==> src/sc_pkg.sv <==
/*
 * sc_pkg: constants, offsets, field layouts and carrier types of the
 * system control interface. Assumes a 40 MHz bus clock.
 */
package sc_pkg;
    localparam int CLK_PERIOD_NS = 25;
    localparam int BR_WRITE_NS   = 100;
    localparam int BR_WRITE_CYC  = (BR_WRITE_NS + CLK_PERIOD_NS - 1) / CLK_PERIOD_NS;

    localparam int AW     = 12;
    localparam int BR_N   = 4;
    localparam int GCLK_N = 5;
    localparam int SRC_N  = 8;

    localparam logic [AW-1:0] OFS_IRQ_ENABLE_SET  = 12'h000;
    localparam logic [AW-1:0] OFS_IRQ_DISABLE_SET = 12'h004;
    localparam logic [AW-1:0] OFS_IRQ_MASK        = 12'h008;
    localparam logic [AW-1:0] OFS_IRQ_STATUS      = 12'h00C;
    localparam logic [AW-1:0] OFS_IRQ_CLEAR       = 12'h010;
    localparam logic [AW-1:0] OFS_PWR_CLK_STATUS  = 12'h014;
    localparam logic [AW-1:0] OFS_UNLOCK          = 12'h018;
    localparam logic [AW-1:0] OFS_FAST_OSC_CFG    = 12'h058;
    localparam logic [AW-1:0] OFS_RETAINED_BASE   = 12'h05C;
    localparam logic [AW-1:0] OFS_SLOW_OSC_CFG    = 12'h06C;
    localparam logic [AW-1:0] OFS_GEN_CLK_BASE    = 12'h070;

    localparam int BIT_ACCESS_ERROR = 31;
    localparam int BIT_RETAIN_VALID = 17;
    localparam int BIT_RETAIN_READY = 16;
    localparam logic [31:0] IRQ_SRC_MASK   = 32'h8001FF1F;
    localparam logic [31:0] EXT_FLAG_MASK  = 32'h0000FF1F;
    localparam logic [31:0] STATUS_RST     = 32'h00010000;

    localparam logic [7:0] UNLOCK_KEY = 8'hAA;
    localparam int UNLOCK_KEY_LSB = 24;

    localparam int OSC_EN_BIT  = 0;
    localparam int GC_CEN_BIT  = 0;
    localparam int GC_DIV_BIT  = 1;
    localparam int GC_SEL_LSB  = 8;
    localparam int GC_SEL_W    = 3;
    localparam int GC_DIVF_LSB = 16;
    localparam int GC_DIVF_W   = 8;
    localparam logic [31:0] GC_RW_MASK = 32'h00FF0703;

    typedef struct packed {
        logic          psel;
        logic          penable;
        logic          pwrite;
        logic [AW-1:0] paddr;
        logic [31:0]   pwdata;
    } sc_apb_req_t;
endpackage : sc_pkg

==> src/sc_sysctl.sv <==
/*
 * sc_sysctl: system control interface top - oscillator enables, retained
 * registers, generic clocks and interrupt status over an APB slave.
 * Assumes APB inputs and status flags synchronous to clk_sys_i.
 */
// Decided for this implementation: register access over APB and the register addresses.
`timescale 1ns/1ps
`default_nettype none
module sc_sysctl
    import sc_pkg::*;
(
    input  wire logic              clk_sys_i,
    input  wire logic              rstn_i,
    input  wire logic              por_rstn_i,
    input  wire sc_apb_req_t       apb_i,
    output logic [31:0]            prdata_o,
    output logic                   pready_o,
    output logic                   pslverr_o,
    input  wire logic [31:0]       pwr_clk_flags_i,
    input  wire logic              sm_sampling_req_i,
    input  wire logic              slow_rc_clk_i,
    input  wire logic              pm_slow_out_en_i,
    input  wire logic              pin_func_default_i,
    input  wire logic              sleep_pb_off_i,
    input  wire logic [SRC_N-1:0]  gclk_src_i,
    output logic                   fast_rc_osc_en_o,
    output logic                   slow_rc_osc_en_o,
    output logic                   slow_rc_osc_run_o,
    output logic                   slow_osc_out_pin_o,
    output logic [GCLK_N-1:0]      gclk_o,
    output logic                   irq_o
);
    logic        setup, access, wr_acc, hit;
    logic        sel_ier, sel_idr, sel_icr, sel_unlock;
    logic        sel_fast, sel_slow, sel_br, sel_gc;
    logic [2:0]  gc_idx;
    logic [1:0]  br_idx;
    logic        prot, prot_ok;
    logic [31:0] rd_d, prdata_q;
    logic        rd_br_q;
    logic        unlock_arm_q;
    logic [AW-1:0] unlock_ofs_q;
    logic        ae_evt;
    logic        fast_en_q, slow_en_q;
    logic [31:0] imr_q, isr_q, isr_d;
    logic [31:0] stat, stat_q, stat_rise;
    logic        irq_q;
    logic        pin_q;
    logic [31:0] gc_q [GCLK_N];
    logic [GCLK_N-1:0] gc_run;
    logic        br_wr, br_ready, br_valid;
    logic [31:0] br_rdata;

    // bus phases and address decode
    assign setup  = apb_i.psel & ~apb_i.penable;
    assign access = apb_i.psel & apb_i.penable;
    assign wr_acc = access & apb_i.pwrite;

    assign sel_ier    = apb_i.paddr == OFS_IRQ_ENABLE_SET;
    assign sel_idr    = apb_i.paddr == OFS_IRQ_DISABLE_SET;
    assign sel_icr    = apb_i.paddr == OFS_IRQ_CLEAR;
    assign sel_unlock = apb_i.paddr == OFS_UNLOCK;
    assign sel_fast   = apb_i.paddr == OFS_FAST_OSC_CFG;
    assign sel_slow   = apb_i.paddr == OFS_SLOW_OSC_CFG;
    assign sel_br     = apb_i.paddr[1:0] == 2'h0
                        && apb_i.paddr >= OFS_RETAINED_BASE
                        && apb_i.paddr < OFS_SLOW_OSC_CFG;
    assign sel_gc     = apb_i.paddr[1:0] == 2'h0
                        && apb_i.paddr >= OFS_GEN_CLK_BASE
                        && apb_i.paddr < OFS_GEN_CLK_BASE + 12'h014;
    assign br_idx     = 2'((apb_i.paddr - OFS_RETAINED_BASE) >> 2);
    assign gc_idx     = 3'((apb_i.paddr - OFS_GEN_CLK_BASE) >> 2);

    assign hit = sel_ier | sel_idr | sel_icr | sel_unlock | sel_fast
               | sel_slow | sel_br | sel_gc
               | apb_i.paddr == OFS_IRQ_MASK
               | apb_i.paddr == OFS_IRQ_STATUS
               | apb_i.paddr == OFS_PWR_CLK_STATUS;

    assign pready_o  = 1'b1;
    assign pslverr_o = access & ~hit;

    // protected oscillator registers need an armed unlock
    assign prot    = sel_fast | sel_slow;
    assign prot_ok = unlock_arm_q && unlock_ofs_q == apb_i.paddr;
    assign ae_evt  = wr_acc & prot & ~prot_ok;

    always_ff @(posedge clk_sys_i) begin
        if (!rstn_i) begin
            unlock_arm_q <= 1'b0;
            unlock_ofs_q <= '0;
        end else if (wr_acc) begin
            unlock_arm_q <= sel_unlock
                && apb_i.pwdata[UNLOCK_KEY_LSB +: 8] == UNLOCK_KEY;
            unlock_ofs_q <= apb_i.pwdata[AW-1:0];
        end
    end

    // oscillator controls
    always_ff @(posedge clk_sys_i) begin
        if (!rstn_i) begin
            fast_en_q <= 1'b0;
        end else if (wr_acc && sel_fast && prot_ok) begin
            fast_en_q <= apb_i.pwdata[OSC_EN_BIT];
        end
    end

    always_ff @(posedge clk_sys_i) begin
        if (!rstn_i) begin
            slow_en_q <= 1'b0;
        end else if (wr_acc && sel_slow && prot_ok) begin
            slow_en_q <= apb_i.pwdata[OSC_EN_BIT];
        end
    end

    assign fast_rc_osc_en_o  = fast_en_q;
    assign slow_rc_osc_en_o  = slow_en_q | sm_sampling_req_i;
    assign slow_rc_osc_run_o = slow_rc_osc_en_o | (pm_slow_out_en_i & pin_func_default_i);

    always_ff @(posedge clk_sys_i) begin
        if (!rstn_i) begin
            pin_q <= 1'b0;
        end else begin
            pin_q <= slow_rc_clk_i & pm_slow_out_en_i & pin_func_default_i;
        end
    end
    assign slow_osc_out_pin_o = pin_q;

    // retained registers
    assign br_wr = wr_acc & sel_br;

    sc_retain_mem u_retain (
        .clk_sys_i (clk_sys_i),
        .rstn_i    (rstn_i),
        .por_rstn_i(por_rstn_i),
        .wr_i      (br_wr),
        .wr_idx_i  (br_idx),
        .wr_data_i (apb_i.pwdata),
        .rd_idx_i  (br_idx),
        .rd_data_o (br_rdata),
        .ready_o   (br_ready),
        .valid_o   (br_valid)
    );

    // generic clock channels
    genvar g;
    generate
        for (g = 0; g < GCLK_N; g++) begin : g_gclk
            always_ff @(posedge clk_sys_i) begin
                if (!rstn_i) begin
                    gc_q[g] <= '0;
                end else if (wr_acc && sel_gc && gc_idx == 3'(g)) begin
                    gc_q[g] <= apb_i.pwdata & GC_RW_MASK;
                end
            end

            sc_gclk_gen u_gen (
                .clk_sys_i(clk_sys_i),
                .rstn_i   (rstn_i),
                .src_i    (gclk_src_i[gc_q[g][GC_SEL_LSB +: GC_SEL_W]]),
                .cen_i    (gc_q[g][GC_CEN_BIT] & ~sleep_pb_off_i),
                .div_on_i (gc_q[g][GC_DIV_BIT]),
                .div_i    (gc_q[g][GC_DIVF_LSB +: GC_DIVF_W]),
                .gclk_o   (gclk_o[g]),
                .running_o(gc_run[g])
            );
        end
    endgenerate

    // status flags and interrupt sources
    always_comb begin
        stat = pwr_clk_flags_i & EXT_FLAG_MASK;
        stat[BIT_RETAIN_READY] = br_ready;
        stat[BIT_RETAIN_VALID] = br_valid;
    end

    always_ff @(posedge clk_sys_i) begin
        if (!rstn_i) begin
            stat_q <= STATUS_RST;
        end else begin
            stat_q <= stat;
        end
    end

    always_comb begin
        stat_rise = stat & ~stat_q & IRQ_SRC_MASK;
        stat_rise[BIT_ACCESS_ERROR] = ae_evt;
        isr_d = isr_q;
        if (wr_acc && sel_icr) begin
            isr_d = isr_q & ~apb_i.pwdata;
        end
        isr_d = isr_d | stat_rise;
    end

    always_ff @(posedge clk_sys_i) begin
        if (!rstn_i) begin
            isr_q <= '0;
        end else begin
            isr_q <= isr_d;
        end
    end

    always_ff @(posedge clk_sys_i) begin
        if (!rstn_i) begin
            imr_q <= '0;
        end else if (wr_acc && sel_ier) begin
            imr_q <= imr_q | (apb_i.pwdata & IRQ_SRC_MASK);
        end else if (wr_acc && sel_idr) begin
            imr_q <= imr_q & ~apb_i.pwdata;
        end
    end

    always_ff @(posedge clk_sys_i) begin
        if (!rstn_i) begin
            irq_q <= 1'b0;
        end else begin
            irq_q <= |(isr_d & imr_q);
        end
    end
    assign irq_o = irq_q;

    // read data captured in the setup cycle
    always_comb begin
        rd_d = '0;
        unique case (1'b1)
            apb_i.paddr == OFS_IRQ_MASK:       rd_d = imr_q;
            apb_i.paddr == OFS_IRQ_STATUS:     rd_d = isr_q;
            apb_i.paddr == OFS_PWR_CLK_STATUS: rd_d = stat;
            sel_fast: rd_d[OSC_EN_BIT] = fast_en_q;
            sel_slow: rd_d[OSC_EN_BIT] = slow_en_q;
            sel_gc: begin
                rd_d = gc_q[gc_idx];
                rd_d[GC_CEN_BIT] = gc_q[gc_idx][GC_CEN_BIT] | gc_run[gc_idx];
            end
            default: rd_d = '0;
        endcase
    end

    always_ff @(posedge clk_sys_i) begin
        if (!rstn_i) begin
            prdata_q <= '0;
            rd_br_q  <= 1'b0;
        end else if (setup) begin
            prdata_q <= rd_d;
            rd_br_q  <= sel_br;
        end
    end

    assign prdata_o = rd_br_q ? br_rdata : prdata_q;
endmodule : sc_sysctl
`default_nettype wire

==> src/sc_gclk_gen.sv <==
/*
 * sc_gclk_gen: one generic clock channel, even divider and glitch-free gate.
 * Assumes the selected source is a level sampled on the bus clock.
 */
`timescale 1ns/1ps
`default_nettype none
module sc_gclk_gen
    import sc_pkg::*;
(
    input  wire logic                 clk_sys_i,
    input  wire logic                 rstn_i,
    input  wire logic                 src_i,
    input  wire logic                 cen_i,
    input  wire logic                 div_on_i,
    input  wire logic [GC_DIVF_W-1:0] div_i,
    output logic                      gclk_o,
    output logic                      running_o
);
    logic                 src_q, raw_q, en_q, out_q;
    logic                 raw_d, en_d, src_rise, fall;
    logic [GC_DIVF_W-1:0] cnt_q;

    assign src_rise = src_i & ~src_q;

    always_comb begin
        raw_d = src_i;
        if (div_on_i) begin
            raw_d = (src_rise && cnt_q == div_i) ? ~raw_q : raw_q;
        end
        fall = raw_q & ~raw_d;
        en_d = fall ? cen_i : en_q;
    end

    always_ff @(posedge clk_sys_i) begin
        if (!rstn_i) begin
            src_q <= 1'b0;
            raw_q <= 1'b0;
        end else begin
            src_q <= src_i;
            raw_q <= raw_d;
        end
    end

    always_ff @(posedge clk_sys_i) begin
        if (!rstn_i || !div_on_i) begin
            cnt_q <= '0;
        end else if (src_rise) begin
            cnt_q <= (cnt_q == div_i) ? '0 : cnt_q + 1'b1;
        end
    end

    always_ff @(posedge clk_sys_i) begin
        if (!rstn_i) begin
            en_q  <= 1'b0;
            out_q <= 1'b0;
        end else begin
            en_q  <= en_d;
            out_q <= raw_d & en_d;
        end
    end

    assign gclk_o    = out_q;
    assign running_o = en_q;
endmodule : sc_gclk_gen
`default_nettype wire

==> src/sc_retain_mem.sv <==
/*
 * sc_retain_mem: four retained words with ready and valid tracking.
 * Assumes por_rstn_i only at power-up; rstn_i is the system reset.
 */
`timescale 1ns/1ps
`default_nettype none
module sc_retain_mem
    import sc_pkg::*;
(
    input  wire logic        clk_sys_i,
    input  wire logic        rstn_i,
    input  wire logic        por_rstn_i,
    input  wire logic        wr_i,
    input  wire logic [1:0]  wr_idx_i,
    input  wire logic [31:0] wr_data_i,
    input  wire logic [1:0]  rd_idx_i,
    output logic [31:0]      rd_data_o,
    output logic             ready_o,
    output logic             valid_o
);
    logic [31:0] mem_q [BR_N];
    logic [2:0]  busy_q;
    logic        valid_q, take;

    assign take = wr_i & ready_o;

    always_ff @(posedge clk_sys_i) begin
        if (!por_rstn_i) begin
            for (int i = 0; i < BR_N; i++) begin
                mem_q[i] <= '0;
            end
        end else if (take) begin
            mem_q[wr_idx_i] <= wr_data_i;
        end
    end

    always_ff @(posedge clk_sys_i) begin
        rd_data_o <= mem_q[rd_idx_i];
    end

    always_ff @(posedge clk_sys_i) begin
        if (!por_rstn_i) begin
            busy_q  <= '0;
            valid_q <= 1'b0;
        end else if (!rstn_i) begin
            if (busy_q != '0) begin
                valid_q <= 1'b0;
            end
            busy_q <= '0;
        end else if (take) begin
            busy_q  <= 3'(BR_WRITE_CYC);
            valid_q <= 1'b1;
        end else if (busy_q != '0) begin
            busy_q <= busy_q - 1'b1;
        end
    end

    assign ready_o = (busy_q == '0);
    assign valid_o = valid_q & ready_o;
endmodule : sc_retain_mem
`default_nettype wire

==> config.mk <==
export PLATFORM = sky130hd
export DESIGN_NAME = sc_sysctl
export DESIGN_NICKNAME = d
export VERILOG_FILES = /design/src/sc_pkg.sv /design/src/sc_sysctl.sv /design/src/sc_gclk_gen.sv /design/src/sc_retain_mem.sv
export SDC_FILE = /design/constraint.sdc
export NUM_CORES = 1
export LEC_CHECK = 0
export BUFFER_PORTS_ARGS = -buffer_cell sky130_fd_sc_hd__buf_4
export CAP_MARGIN = 20
export CORE_AREA = 2 2 190 192
export DETAILED_ROUTE_END_ITERATION = 12
export DIE_AREA = 0 0 192 194
export GPL_TIMING_DRIVEN = 0
export HOLD_SLACK_MARGIN = 0.05
export PLACE_DENSITY = 0.75
export SLEW_MARGIN = 30
export SYNTH_ARGS = -nofsm -noshare
export SYNTH_HDL_FRONTEND = slang
export SYNTH_SLANG_ARGS = --single-unit
==> constraint.sdc <==
create_clock -name clk_sys_i -period 4.7 [get_ports clk_sys_i]
set_input_delay 0.235 -clock clk_sys_i [delete_from_list [all_inputs] [get_ports clk_sys_i]]
set_output_delay 0.235 -clock clk_sys_i [all_outputs]
set_load 0.05 [all_outputs]
# Yosys cells after proc, flatten, opt, wreduce, memory -nomap -nowiden
# Memories as Yosys holds them, arrays and structs flattened. A register that Yosys moved wholly into a read port is not among the register bits.
# Index checks and enable logic that the tools add are counted.
totals:
  memories: 2
  output_inout_bits: 44
  ramBits: 193
  regBits: 192
  inputBits: 95
  word_cells: 278
mem_list:
  columns: ["memory", "depth", "word_bits", "read_ports", "rd_clocked_by_memory_dff", "write_ports", "line", "source"]
  rows:
  - ["u_retain.mem_q", 4, 32, 1, 1, 4, "sc_retain_mem.sv:21", "logic [31:0] mem_q [BR_N];"]
  - ["gc_q", 5, 13, 6, 0, 5, "sc_sysctl.sv:49", "logic [31:0] gc_q [GCLK_N];"]
classes:
  mux: 71
  bitwise: 80
  n_reduce_logical: 48
  eq_ne: 20
  addsub: 8
  magnitude_cmp: 10
op_table:
  columns: ["op", "n"]
  rows:
  - ["$mux 32", 5]
  - ["$pmux 31 s4", 1]
  - ["$and 32x32->32", 3]
  - ["$mux 13", 5]
  - ["$or 32x32->32", 2]
  - ["$reduce_or 32->1", 2]
  - ["$mux 1", 45]
  - ["$add 8x1->8 const B", 5]
  - ["$eq 8x8->1", 5]
  - ["$mux 8", 5]
  - ["$eq 12x5->1 const B", 3]
  - ["$and 1x1->1", 32]
  - ["$not 32->32", 1]
  - ["$eq 12x4->1 const B", 2]
  - ["$eq 12x7->1 const B", 2]
  - ["$ge 12x7->1 const B", 2]
  - ["$logic_and 1x1->1", 24]
  - ["$lt 3x4->1 const B", 6]
  - ["$not 1->1", 21]
  - ["$or 1x1->1", 19]
  - ["$bmux 1 s3", 6]
  - ["$and 17x17->17", 1]
  - ["$not 17->17", 1]
  - ["$eq 12x12->1", 1]
  - ["other kinds (23)", 38]

# Depth between registers and ports, before layout
logic_depth:
  depth_word: 13
  ltp_mapped: 13
  depth_no_buf: 8

# By module
# A second synthesis with hierarchy kept.
unflattened:
  cells_unflattened: 1597
  hier_area_um2: 18596.6
by_module_without_submodules:
  columns: ["mod", "instances", "seq_area_each_um2", "cells_per_inst", "area_each_um2"]
  rows:
  - ["sc_sysctl", 1, 4514.3, 907, 9185.1]
  - ["sc_retain_mem", 1, 4564.4, 375, 6408.6]
  - ["sc_gclk_gen", 5, 240.2, 63, 600.6]

# Worst setup path after synthesis
# OpenSTA, ideal clock, no wires.
synth_path:
  path_kind: "in2reg"
  startpoint: "input apb_i[34] in the netlist's numbering"
  endpoint: "memory u_retain.mem_q[3][0], enable pin"
  path_stages: 9
  slack_ns: -0.367
  arrival_time_ns: 4.602
  n_path_buf: 5
  required_time_ns: 4.234
  setup_time_ns: 0.466
  path_cell_list: "buf_2 > buf_2 > clkbuf_1 > inv_1 > ha_1 > clkbuf_1 > clkbuf_1 > nand2_1 > o21ai_0"
synth_rtl:
  columns: ["element", "line", "source"]
  rows:
  - ["start: declaration", "sc_sysctl.sv:15", "input wire sc_apb_req_t apb_i,"]
  - ["end: declaration", "sc_retain_mem.sv:21", null]

==> metrics.md <==
| Metric | Value |
|---|---|
| DR vias | `14,500` |
| Worst r2r dst | `u_retain.mem_q[1][29]$_SDFFCE_PN0P_` |
| Reg2Reg Depth | `7` |
| Sequential fraction of design power | `approximately 49%` |
| Post-synth ARST share | `0%` |
| Worst flop-to-flop path startpoint | `u_retain.busy_q[0]$_SDFFE_PP0N_` |
| Top_reg_cell synth | `dfxtp_1` |
| Worst path cell trace | `buf_4 -> buf_2 -> buf_2 -> clkbuf_1 -> inv_1 -> ha_1 -> clkbuf_1 -> clkbuf_1 -> nand2_1 -> o21ai_4 -> buf_16` |
| WL/cell | `23.8 um` |
| Register area share after synthesis | `between 50% and 60%` |
| Placed inst area | `slightly above 20,000 um^2` |
| CTS buffer count | `44` |
| CTS max path bufs | `3` |
| Setup total negative slack | `0 ns` |
| Port Buf Inserts | `between 100 and 150` |
| Drc violations | `0` |
| P_int | `between 0.006 and 0.007 W` |
| DIE AREA | `37,200 um^2` |
| Final period util | `between 90% and 100%` |
| Clk pwr share | `about 42%` |
| Slew of the pin with the lowest slew margin | `roughly 0.93 ns` |
| Yosys reg bits | `between 400 and 500` |
| Status | `finished clean` |
| Initial DRC count | `1,732` |
| Fmax | `0.227 GHz` |
| Largest net degree at the start of global routing | `22` |
| RSZ-0062 raised after global routing | `no` |
| CP Launch Point | `apb_i[34]` |
| Slew Viols, Final | `0` |
| # nets final | `roughly 2,000` |
| CTS tree | `yes` |
| Most frequent cells in the layout | `dfxtp_1, and2_1, edfxtp_1, nor2_1, buf_4` |
| Buf/Inv on CP | `8` |
| Final setup vio count | `0` |
| RePlAce Congestion | `~0.95` |
| DRT Pass-1 Iters | `7` |
| Hold wc startpoint | `apb_i[21]` |
| Reg2reg setup slack | `about 1.6 ns` |
| Mapped Cells | `1,644` |
| Fin area | `22,200 um^2` |
| Grt ovf | `0` |
| Proportion of total power due to net switching | `about a quarter` |
| Worst-skew pair later-pin latency | `0.56 ns` |
| Die Height | `~190 um` |
| Power per Cell Area | `between 300 and 400 nW/um^2` |
| DR vias/cell | `6.17` |
| Syn avg cell area | `between 10 and 15 um^2` |
| CTS Sinks | `about 420` |
| Crit path time final | `between 4 and 5 ns` |
| Max-cap violation count | `0` |
| CP startpoint kind | `input pin` |
| Cell mode on critical path | `clkbuf_1` |
| Sw power | `roughly 0.002 W` |
| CP top delay family | `buffers and inverters` |
| Cell area after synthesis | `18,700 um^2` |
| Chip width | `approximately 190 um` |
| Worst setup EP type | `flop` |
| # H-tree levels | `2` |
| First-pass GRT wire length | `roughly 84 mm` |
| Syn nets | `1,751` |
| CP Data Arrival Time | `roughly 4.7 ns` |
| Share of layout cells above drive strength 1 | `between 10% and 20%` |
| Initial Utilization | `between 50% and 60%` |
| CORE AREA | `~35,000 um^2` |
| Cell Rows | `69` |
| Peak fanout along the critical path | `14` |
| Combinational share of power | `8.7%` |
| Max VDD drop | `0.000311 V` |
| Netlist cell types | `approximately 70` |
| Layout area overhead | `18.8%` |
| Clock root buffer | `clkbuf_16` |
| Final ANT Viol Nets | `0` |
| Critical path type | `input pin to flop` |
| Critical path required time | `about 5.0 ns` |
| WP depth | `11` |
| Drt total wl | `between 50 and 60 mm` |
| Max stage delay on crit path | `between 0.6 and 0.7 ns` |
| Initial antenna violation count | `3` |
| Total track usage | `a little under a third` |
| Dpl hpwl | `40.1 mm` |
| Critical path endpoint | `u_retain.mem_q[3][24]$_DFFE_PP_` |
| Post-synth EDFFs | `around 190` |
| Pleak | `roughly 8.3 nW` |
| Slew margin rel. | `about two fifths` |
| Clock-pin slew on the worst setup and hold paths | `0.06 ns` |
| Leading cell type in the layout, fill and taps excluded | `dfxtp_1` |
| I/O pins | `139` |
| CP max-delay cell | `clkbuf_1` |
| Worst hold path class | `input pin to flop` |
| Yosys warns | `0` |
| Final hold vios | `0` |
| Setup Skew | `0.0163 ns` |
| Vias in the first global route | `roughly 14,000` |
==> worst register-to-register path: stages, from the launching register on <==
cell and delay, ns:
dfxtp_1 0.30, inv_1 0.10, ha_1 0.21, nor2b_1 0.41
nand3_1 0.49, nor4_2 0.59, nand2b_2 0.50, buf_16 0.23
==> Yosys cell counts (32+ instances only) <==
master	count	area share [%]
nand2_1	120	2.4
mux2_2	39	2.3
mux4_2	54	6.5
xnor2_1	59	2.8
and2_1	205	6.9
xor2_1	32	1.5
a21oi_1	68	1.8
clkbuf_1	70	1.4
dfxtp_1	224	24
nor2_1	127	2.6
edfxtp_1	193	31
nand4_1	37	1.2
o21ai_0	44	1.2
==> layout make-up <==
cell class / count / area [um^2]
timing repair buffer: 165 / 1450
clock buffer: 62 / 1260
tap: 461 / 577
multi-input combinational: 1099 / 7920
inverter: 25 / 93.8
buffer: 103 / 468
sequential: 417 / 10300
fill: 2744 / 13000
clock inverter: 20 / 163
antenna: 2 / 5.00
==> kinds of logic after synthesis <==
family / after synthesis / synth area share [%]
AOI/OAI and AO/OA: 222 / 7.84
xor gates and xnor gates: 91 / 4.26
adders and majority gates: 12 / 0.803
buffers and inverters: 128 / 3.01
DFF: 417 / 55.0
muxes: 112 / 9.87
other: 1 / 0.0201
and+or+nand+nor: 661 / 19.2
==> how the worst min path moves through the flow <==
| stage | end | cells past startpoint |
|---|---|---|
| after global placement | imr_q[26]$_SDFFE_PN0P_ | 2 |
| after global routing | isr_q[21]$_SDFF_PN0_ | 3 |
| after detailed placement | imr_q[5]$_SDFFE_PN0P_ | 2 |
| after floorplan | imr_q[25]$_SDFFE_PN0P_ | 1 |
| final | isr_q[21]$_SDFF_PN0_ | 3 |
| after CTS | u_retain.busy_q[0]$_SDFFE_PP0N_ | 3 |
==> registers in the layout (all words and copies together), names as in the netlist, 12 cells and up, named ones only <==
name and cells:
gc_q 65, imr_q 17, prdata_q 32, stat_q 14
u_retain.rd_data_o 32, isr_q 32, g_gclk.u_gen.cnt_q 40, unlock_ofs_q 12
u_retain.mem_q 128
==> through the flow <==
stage,hold slack (ns),util (%),total power [W],worst slack [ns],cells
after floorplan,0.322,-,0.00444,0.488,1644
after global placement,0.435,57.2,0.00472,-2.03,2221
after detailed placement,0.438,57.7,0.00475,-0.493,2227
after CTS,0.0563,62.9,0.00817,0.0353,2350
after global routing,0.0704,63.0,0.00838,0.201,2352
final,0.0741,63.1,0.00817,0.300,2354
==> metal layers <==
metal | global-route usage, % | share of wire [%] | vias up
met5 | 0 | 0 | -
met4 | 10.6 | 3.5 | 0
met3 | 5.41 | 11 | 157
met2 | 47.1 | 46 | 872
met1 | 42.2 | 40 | 7118
li1 | - | - | 6374
==> power by group through the flow <==
stage / Sequential, W / Combinational [W] / Clock [W]
after global placement: 0.00408 / 0.000636 / 0
final: 0.00401 / 0.000713 / 0.00344
after floorplan: 0.00405 / 0.000388 / 0
after detailed placement: 0.00409 / 0.000668 / 0
after CTS: 0.00401 / 0.000700 / 0.00346
after global routing: 0.00402 / 0.000749 / 0.00361
==> repair_timing <==
item / in CTS / in global routing
endpoints found under the hold margin: 80 / 0
buffers inserted: 0 / 2
hold buffers: 41 / 0
endpoints found under the setup margin: 0 / 1
gates resized for setup: 0 / 0
Note: power is estimated with default switching activity, not from simulation.
